## src/vdpao_pkg.sv

```systemverilog
// shared constants and types for the voice dac and pwm audio output block
package vdpao_pkg;

    // =====================================================================
    // widths
    localparam int unsigned VDPAO_ADDR_W   = 3;
    localparam int unsigned VDPAO_DATA_W   = 8;
    localparam int unsigned VDPAO_SAMPLE_W = 12;

    // =====================================================================
    // register offsets
    localparam logic [2:0] VDPAO_OFF_DAC_LOW  = 3'h0;
    localparam logic [2:0] VDPAO_OFF_DAC_HIGH = 3'h1;
    localparam logic [2:0] VDPAO_OFF_VOLUME   = 3'h2;
    localparam logic [2:0] VDPAO_OFF_PWM_LOW  = 3'h3;
    localparam logic [2:0] VDPAO_OFF_PWM_HIGH = 3'h4;
    localparam logic [2:0] VDPAO_OFF_CTRL     = 3'h5;

    // =====================================================================
    // modulator_control_reg fields
    localparam int unsigned VDPAO_CTRL_RUN_BIT    = 0;
    localparam int unsigned VDPAO_CTRL_DAC_EN_BIT = 1;
    localparam int unsigned VDPAO_CTRL_SINGLE_BIT = 3;
    localparam int unsigned VDPAO_CTRL_SIGN_BIT   = 4;
    localparam int unsigned VDPAO_CTRL_BUSY_BIT   = 5;
    localparam logic [7:0]  VDPAO_CTRL_WMASK      = 8'h1b;

    // low data registers keep only their upper nibble
    localparam logic [7:0]  VDPAO_LOW_NIBBLE_MASK = 8'hf0;

    // =====================================================================
    // volume fields, reset values and the last period count
    localparam int unsigned VDPAO_PWM_VOL_TOP_BIT = 3;
    localparam logic [7:0]  VDPAO_REG_RESET       = 8'h00;
    localparam logic [11:0] VDPAO_PERIOD_LAST     = 12'hfff;

    // =====================================================================
    // types
    typedef enum logic [1:0] {
        VDPAO_IDLE  = 2'b00,
        VDPAO_RUN   = 2'b01,
        VDPAO_DRAIN = 2'b10
    } vdpao_state_t;

    typedef struct packed {
        logic        run;
        logic [11:0] duty;
        logic [3:0]  volume;
    } vdpao_pwm_cmd_t;

    typedef struct packed {
        logic pulse;
        logic active;
    } vdpao_pwm_stat_t;

endpackage

```

## src/vdpao_top.sv

```systemverilog
// voice dac data path and pwm speaker driver with register port
// Functional notes
// bit 1 of the modulator control register switches the dac path on when one and off when zero.
// with the dac disabled the dac output is marked invalid and carries no level.
// the 12-bit dac sample is the high register above the upper nibble of the low register.
// reads of the dac low register return zero in bits 0 to 3.
// the low three volume bits give eight monotonic dac levels, 111 loudest and 000 quietest.
// there is exactly one 12-bit pwm generator able to drive a speaker directly.
// in differential mode with the sign bit clear the first speaker pin pulses and the second is held at ground.
// with the single-ended bit set only the first speaker pin carries the signal.
// while running with the single-ended bit clear the sign bit picks which pin is held at ground and which pulses.
// after reset both speaker pins stay low until the generator is first started.
// whenever the generator is stopped both speaker pins are low.
// a rise of the run bit starts the generator and latches the pwm data registers.
// without new data the previously latched duty keeps being used.
// a fall of the run bit lets the current period finish before the outputs stop.
// a 4-bit volume scales the pwm, any 1xxx loudest, 0111 down to 0000 quieter.
// pulses come from a 12-bit free-running counter compared with the latched duty.
`timescale 1ns/10ps
module vdpao_top
    import vdpao_pkg::*;
(
    input  wire logic        CORE_CLK,
    input  wire logic        RESET,
    input  wire logic [2:0]  ADDR,
    input  wire logic [7:0]  WDATA,
    input  wire logic        WR,
    input  wire logic        RD,
    output      logic [7:0]  RDATA,
    output      logic [11:0] DAC_LEVEL,
    output      logic        DAC_VALID,
    output      logic        SPEAKER_OUT_FIRST,
    output      logic        SPEAKER_OUT_SECOND
);

    // =====================================================================
    // register file
    logic [7:0] dac_data_low_q, dac_data_low_d;
    logic [7:0] dac_data_high_q, dac_data_high_d;
    logic [7:0] volume_setting_q, volume_setting_d;
    logic [7:0] pwm_data_low_q, pwm_data_low_d;
    logic [7:0] pwm_data_high_q, pwm_data_high_d;
    logic [7:0] modulator_control_reg_q, modulator_control_reg_d;
    logic [7:0] rdata_d;

    vdpao_pwm_cmd_t  pwm_cmd;
    vdpao_pwm_stat_t pwm_stat;

    always_comb begin
        dac_data_low_d          = dac_data_low_q;
        dac_data_high_d         = dac_data_high_q;
        volume_setting_d        = volume_setting_q;
        pwm_data_low_d          = pwm_data_low_q;
        pwm_data_high_d         = pwm_data_high_q;
        modulator_control_reg_d = modulator_control_reg_q;
        if (WR) begin
            unique case (ADDR)
                // bits 0..3 are never stored, so they can only read back zero
                VDPAO_OFF_DAC_LOW:  dac_data_low_d   = WDATA & VDPAO_LOW_NIBBLE_MASK;
                VDPAO_OFF_DAC_HIGH: dac_data_high_d  = WDATA;
                VDPAO_OFF_VOLUME:   volume_setting_d = WDATA;
                VDPAO_OFF_PWM_LOW:  pwm_data_low_d   = WDATA & VDPAO_LOW_NIBBLE_MASK;
                VDPAO_OFF_PWM_HIGH: pwm_data_high_d  = WDATA;
                VDPAO_OFF_CTRL:     modulator_control_reg_d = WDATA & VDPAO_CTRL_WMASK;
                default: begin
                end
            endcase
        end
        rdata_d = 8'h00;
        if (RD) begin
            unique case (ADDR)
                VDPAO_OFF_DAC_LOW:  rdata_d = dac_data_low_q;
                VDPAO_OFF_DAC_HIGH: rdata_d = dac_data_high_q;
                VDPAO_OFF_VOLUME:   rdata_d = volume_setting_q;
                VDPAO_OFF_PWM_LOW:  rdata_d = pwm_data_low_q;
                VDPAO_OFF_PWM_HIGH: rdata_d = pwm_data_high_q;
                VDPAO_OFF_CTRL: begin
                    rdata_d = modulator_control_reg_q;
                    rdata_d[VDPAO_CTRL_BUSY_BIT] = pwm_stat.active;
                end
                default: rdata_d = 8'h00;
            endcase
        end
    end

    always_ff @(posedge CORE_CLK or posedge RESET) begin
        if (RESET) begin
            dac_data_low_q          <= VDPAO_REG_RESET;
            dac_data_high_q         <= VDPAO_REG_RESET;
            volume_setting_q        <= VDPAO_REG_RESET;
            pwm_data_low_q          <= VDPAO_REG_RESET;
            pwm_data_high_q         <= VDPAO_REG_RESET;
            modulator_control_reg_q <= VDPAO_REG_RESET;
            RDATA                   <= 8'h00;
        end else begin
            dac_data_low_q          <= dac_data_low_d;
            dac_data_high_q         <= dac_data_high_d;
            volume_setting_q        <= volume_setting_d;
            pwm_data_low_q          <= pwm_data_low_d;
            pwm_data_high_q         <= pwm_data_high_d;
            modulator_control_reg_q <= modulator_control_reg_d;
            RDATA                   <= rdata_d;
        end
    end

    // =====================================================================
    // dac data path
    logic        dac_enable;
    logic [11:0] dac_sample;
    logic [3:0]  dac_mult;
    logic [15:0] dac_prod;
    logic [11:0] dac_level_d;
    logic        dac_valid_d;

    always_comb begin
        dac_enable  = modulator_control_reg_q[VDPAO_CTRL_DAC_EN_BIT];
        dac_sample  = {dac_data_high_q, dac_data_low_q[7:4]};
        // (code+1)/8 of the sample, truncated: never falling, 111 passes the sample unchanged
        dac_mult    = {1'b0, volume_setting_q[2:0]} + 4'h1;
        dac_prod    = 16'(dac_sample) * 16'(dac_mult);
        dac_level_d = dac_enable ? dac_prod[14:3] : 12'h000;
        dac_valid_d = dac_enable;
    end

    always_ff @(posedge CORE_CLK or posedge RESET) begin
        if (RESET) begin
            DAC_LEVEL <= 12'h000;
            DAC_VALID <= 1'b0;
        end else begin
            DAC_LEVEL <= dac_level_d;
            DAC_VALID <= dac_valid_d;
        end
    end

    // =====================================================================
    // pwm generator, the only one in the block
    always_comb begin
        pwm_cmd.run    = modulator_control_reg_q[VDPAO_CTRL_RUN_BIT];
        pwm_cmd.duty   = {pwm_data_high_q, pwm_data_low_q[7:4]};
        pwm_cmd.volume = volume_setting_q[3:0];
    end

    vdpao_pwm_core u_pwm_core (
        .clk   (CORE_CLK),
        .reset (RESET),
        .cmd   (pwm_cmd),
        .stat  (pwm_stat)
    );

    // =====================================================================
    // speaker pin steering
    logic single_sel;
    logic sign_sel;
    logic out_first_d;
    logic out_second_d;

    // sign-magnitude bridge: one pin pulses, its partner sits at ground
    always_comb begin
        single_sel   = modulator_control_reg_q[VDPAO_CTRL_SINGLE_BIT];
        sign_sel     = modulator_control_reg_q[VDPAO_CTRL_SIGN_BIT];
        out_first_d  = 1'b0;
        out_second_d = 1'b0;
        if (pwm_stat.active) begin
            if (single_sel) begin
                out_first_d = pwm_stat.pulse;
            end else if (sign_sel) begin
                out_second_d = pwm_stat.pulse;
            end else begin
                out_first_d = pwm_stat.pulse;
            end
        end
    end

    always_ff @(posedge CORE_CLK or posedge RESET) begin
        if (RESET) begin
            SPEAKER_OUT_FIRST  <= 1'b0;
            SPEAKER_OUT_SECOND <= 1'b0;
        end else begin
            SPEAKER_OUT_FIRST  <= out_first_d;
            SPEAKER_OUT_SECOND <= out_second_d;
        end
    end
endmodule // vdpao_top

```

## src/vdpao_pwm_core.sv

```systemverilog
// pwm period counter, duty latch and run/stop sequencing
`timescale 1ns/10ps
module vdpao_pwm_core
    import vdpao_pkg::*;
(
    input  wire logic            clk,
    input  wire logic            reset,
    input  wire vdpao_pwm_cmd_t  cmd,
    output      vdpao_pwm_stat_t stat
);

    vdpao_state_t state_q, state_d;
    logic [11:0]  cnt_q, cnt_d;
    logic [11:0]  duty_q, duty_d;
    logic         run_prev_q;
    logic         run_rise;
    logic         run_fall;
    logic         period_end;
    logic [3:0]   vol_mult;
    logic [15:0]  vol_prod;
    logic [11:0]  eff_duty;

    // =====================================================================
    // next state
    always_comb begin
        run_rise   = cmd.run & ~run_prev_q;
        run_fall   = ~cmd.run & run_prev_q;
        period_end = (cnt_q == VDPAO_PERIOD_LAST);
        state_d    = state_q;
        duty_d     = duty_q;
        cnt_d      = (state_q == VDPAO_IDLE) ? 12'h000 : 12'(cnt_q + 12'h001);
        unique case (state_q)
            VDPAO_IDLE: begin
                if (run_rise) begin
                    state_d = VDPAO_RUN;
                    duty_d  = cmd.duty;
                    cnt_d   = 12'h000;
                end
            end
            VDPAO_RUN: begin
                if (run_fall) begin
                    state_d = period_end ? VDPAO_IDLE : VDPAO_DRAIN;
                end
            end
            VDPAO_DRAIN: begin
                if (run_rise) begin
                    state_d = VDPAO_RUN;
                    duty_d  = cmd.duty;
                end else if (period_end) begin
                    state_d = VDPAO_IDLE;
                    cnt_d   = 12'h000;
                end
            end
            default: begin
                state_d = VDPAO_IDLE;
                cnt_d   = 12'h000;
            end
        endcase
    end

    // volume scales the high time: 1xxx full, else (v+1)/16 of the duty
    always_comb begin
        vol_mult = {1'b0, cmd.volume[2:0]} + 4'h1;
        vol_prod = 16'(duty_q) * 16'(vol_mult);
        eff_duty = cmd.volume[VDPAO_PWM_VOL_TOP_BIT] ? duty_q : vol_prod[15:4];
        stat.active = (state_q != VDPAO_IDLE);
        stat.pulse  = stat.active && (cnt_q < eff_duty);
    end

    always_ff @(posedge clk or posedge reset) begin
        if (reset) begin
            state_q    <= VDPAO_IDLE;
            cnt_q      <= 12'h000;
            duty_q     <= 12'h000;
            run_prev_q <= 1'b0;
        end else begin
            state_q    <= state_d;
            cnt_q      <= cnt_d;
            duty_q     <= duty_d;
            run_prev_q <= cmd.run;
        end
    end
endmodule // vdpao_pwm_core

```

## config.mk

```make
export PLATFORM = sky130hd
export DESIGN_NAME = vdpao_top
export DESIGN_NICKNAME = d
export VERILOG_FILES = /design/src/vdpao_pkg.sv /design/src/vdpao_top.sv /design/src/vdpao_pwm_core.sv
export SDC_FILE = /design/constraint.sdc
export NUM_CORES = 1
export LEC_CHECK = 0
export BUFFER_PORTS_ARGS = -buffer_cell sky130_fd_sc_hd__buf_2
export CORE_MARGIN = 2
export CORE_UTILIZATION = 30
export DETAILED_ROUTE_END_ITERATION = 8
export HOLD_SLACK_MARGIN = 0.02
export PLACE_DENSITY = 0.48
export SYNTH_ARGS = -nofsm -noshare
export SYNTH_HDL_FRONTEND = slang
export SYNTH_SLANG_ARGS = --single-unit
```

## constraint.sdc

```tcl
create_clock -name CORE_CLK -period 8.3 [get_ports CORE_CLK]
set_input_delay 1.245 -clock CORE_CLK [delete_from_list [all_inputs] [get_ports CORE_CLK]]
set_output_delay 1.245 -clock CORE_CLK [all_outputs]
set_load 0.02 [all_outputs]
```

==> impl_metrics.env <==
export IMPL_grt_pass1_wl_microns=26500
export IMPL_synthCells=690
export IMPL_place_congestion=0.823
export IMPL_synth_area_leaders="dfrtp_1, fa_1, ha_1, mux2_2, inv_1"
export IMPL_pwr_share_seq_pct=25.8
export IMPL_root_buffer="clkbuf_16"
export IMPL_cp_slowest_cell="dfrtp_1"
export IMPL_grt_max_degree=70
export IMPL_cp_common_cell="ha_1"
export IMPL_cts_buffer_depth=2
export IMPL_syn_avg_cell_area_sq_um=9.74
export IMPL_yosysMostFrequentCell="dfrtp_1"
export IMPL_vdd_drop_max_mv=0.120
export IMPL_worstPathRequired_ps=8560
export IMPL_initial_core_util_pct=30.7
export IMPL_synth_edf_count=0
export IMPL_cp_depth=21
export IMPL_coreArea_sq_um=21900
export IMPL_syn_num_nets=791
export IMPL_viasPerCell=4.85
export IMPL_ys_warn_count=0
export IMPL_dp_hpwl_microns=12100
export IMPL_ys_ff_latch=86
export IMPL_antenna_found_initial=0
export IMPL_synthesis_area_sq_um=6720
export IMPL_vias=4857
export IMPL_drtPass1Iterations=4
export IMPL_internal_power_w=0.00141
export IMPL_cp_num_buf_inv=3
export IMPL_wl_per_cell_microns=16.1
export IMPL_rows=54
export IMPL_maxCapViolations=0
export IMPL_clkSinkCount=86
export IMPL_outcome="complete, no violations"
export IMPL_end_kind="register"
export IMPL_synth_area_leader_cell="dfrtp_1"
export IMPL_hold_class="reg -> reg"
export IMPL_insertedDiodeCount=0
export IMPL_setup_ws_ps=2190
export IMPL_worst_ep_arrival_time_ps=6370
export IMPL_nets=818
export IMPL_worstPathMaxFanout=27
export IMPL_fp_dieH_microns=154
export IMPL_worst_pin_slew_ps=1050
export IMPL_die_area_sq_um=23600
export IMPL_rsz0062_at_grt="no"
export IMPL_fin_setup_tns_ps=0
export IMPL_ys_types=61
export IMPL_async_reset_ff_share_pct=100
export IMPL_worst_setup_path_start_kind="register"
export IMPL_htree_num_levels=3
export IMPL_first_global_vias=4800
export IMPL_r2r_cells=21
export IMPL_ys_seq_area_share_pct=32.0
export IMPL_p_sw_w=0.00123
export IMPL_clockPowerShare_pct=14.7
export IMPL_period_share_pct=73.7
export IMPL_worstSetupPathType="reg -> reg"
export IMPL_setup_viol=0
export IMPL_hold_viol_final=0
export IMPL_track_usage_pct=14.2
export IMPL_numCtsBuffers=9
export IMPL_drc=0
export IMPL_clk_insertion_delay_late_ps=350
export IMPL_hold_depth=0
export IMPL_post_cts_buffers=0
export IMPL_hold_buffers=0
export IMPL_p_per_area_nw_per_um2=353
export IMPL_relSlewSlack_pct=30.0
export IMPL_ys_top_cells_by_count="dfrtp_1, inv_1, nand2_1, ha_1, mux2_2"
export IMPL_ant_nets=0
export IMPL_final_util_pct=34.0
export IMPL_cts_tree="yes"
export IMPL_path_cells="ha_1, xor2_1, buf_4, and2_1, fa_1, inv_1, fa_1, inv_1, ha_1, o21ai_0, nor2b_1, o31ai_1, xor2_1, mux2i_1, ha_1, a21o_1, a21o_1, a21oi_1, nand2_1, o211a_1, nor3b_1"
export IMPL_routed_wl_microns=16200
export IMPL_post_route_min_period_ps=6110
export IMPL_cp_slowest_stage_delay_ps=880
export IMPL_final_max_slew_violation_count=0
export IMPL_skew_ps=9.10
export IMPL_fillers=2329
export IMPL_area_delta_synth_final_pct=10.9
export IMPL_p_sw_share_pct=46.5
export IMPL_drive_above_1_share_pct=15.8
export IMPL_p_leak_nw=3.67
export IMPL_grt_overflow=0
export IMPL_clk_pin_slew_worst_paths_ps=70
export IMPL_post_cts_resized=0
export IMPL_synth_ff_type="dfrtp_1"
export IMPL_p_comb_share_pct=59.6
export IMPL_yosysTopAreaCellShare_pct=32.0
export IMPL_max_freq_mhz=164
export IMPL_die_w_microns=154
export IMPL_preCtsSetupSlack_ps=2070
export IMPL_num_io_pins=38
export IMPL_critPathTopFamily="adder cells"
export IMPL_holdWs_ps=460
export IMPL_drt_iter0_markers=198
export IMPL_io_buffers=37
[metrics by stage]
step / power (W) / area, sq um / instances
after CTS: 0.00267 / 7450 / 1002
final: 0.00263 / 7450 / 1002
after global placement: 0.00228 / 7180 / 986
after floorplan: 0.00188 / 6720 / 690
after global routing: 0.00291 / 7450 / 1002
after detailed placement: 0.00227 / 7180 / 986
[layout make-up]
class                      count  area (sq um)  share of cell area [%]
inverter                      76           287                    3.84
clock buffer                  10           229                    3.07
multi-input combinational    504          4180                    56.1
sequential                    86          2150                    28.9
clock inverter                 6          46.3                   0.621
timing repair buffer          40           208                    2.79
tap                          280           350                    4.70
[final timing paths]
kind	to	slack [ps]	start
max	SPEAKER_OUT_FIRST$_DFF_PP0_	2190	volume_setting_q[0]$_DFFE_PP0P_
min	u_pwm_core.run_prev_q$_DFF_PP0_	460	modulator_control_reg_q[0]$_DFFE_PP0P_
max reg2reg	SPEAKER_OUT_FIRST$_DFF_PP0_	2190	volume_setting_q[0]$_DFFE_PP0P_
min reg2reg	u_pwm_core.run_prev_q$_DFF_PP0_	460	modulator_control_reg_q[0]$_DFFE_PP0P_
max in group asynchronous	DAC_LEVEL[11]$_DFF_PP0_	6260	RESET
min in group asynchronous	RDATA[7]$_DFF_PP0_	830	RESET
[sequential cells by signal, summed over array words and instances (netlist names)]
name	count
SPEAKER_OUT_SECOND	1
u_pwm_core.duty_q	12
modulator_control_reg_q	4
u_pwm_core.run_prev_q	1
u_pwm_core.state_q	2
dac_data_high_q	8
volume_setting_q	8
SPEAKER_OUT_FIRST	1
pwm_data_high_q	8
pwm_data_low_q	4
DAC_VALID	1
DAC_LEVEL	12
u_pwm_core.cnt_q	12
RDATA	8
dac_data_low_q	4
[cells in the final DEF (no fill, tap or decap), types with 3 or more instances in the layout]
cell       Yosys  routed
nor2b_1       20      20
and2_1        37      37
a21o_1        10      10
xor2_1        11      11
a22oi_1        6       6
inv_1         76      75
xnor2_1       11      11
a211oi_1       3       3
buf_4          0       3
nand2b_1      26      26
mux2i_1       19      19
nand3_1       11      11
nand2_1       65      65
and3_1         5       5
a21oi_1       24      24
ha_1          47      47
nor2_1        36      36
nor4_1         3       3
o21ai_0       15      15
dfrtp_1       86      86
o21a_1         6       6
a21boi_0       3       3
mux2_2        46      46
a31oi_1        3       3
buf_2          8      37
clkbuf_16      0       9
nand4_1        6       6
nor3_1        10      10
o22a_1         3       3
o22ai_1        3       3
fa_1          39      39
[cells by family (layout without fill, tap and decap cells)]
logic type                 Yosys count  in the layout  synth area share (%)
DFF                                 86             86                  32.0
xor gates and xnor gates            22             22                  2.87
AOI/OAI and AO/OA                   97             97                  10.0
buffers and inverters              100            132                  5.74
muxes                               66             66                  10.9
and+or+nand+nor                    233            233                  18.1
adders and majority gates           86             86                  20.4
[routing by layer]
layer	track usage [%]	vias up	wire, microns
li1	-	2360	-
met1	20.2	2425	7950
met2	22.7	56	7610
met3	1.13	16	283
met4	5.33	0	318
met5	0	-	0
[power groups by stage]
stage,clock network [W],registers (W),logic [W]
3_3_place_gp,0,0.000686,0.00159
4_1_cts,0.000398,0.000678,0.00160
6_report,0.000386,0.000678,0.00157
5_1_grt,0.000414,0.000696,0.00180
2_1_floorplan,0,0.000636,0.00124
3_5_place_dp,0,0.000685,0.00159
Note: power is estimated with default switching activity, not from simulation.
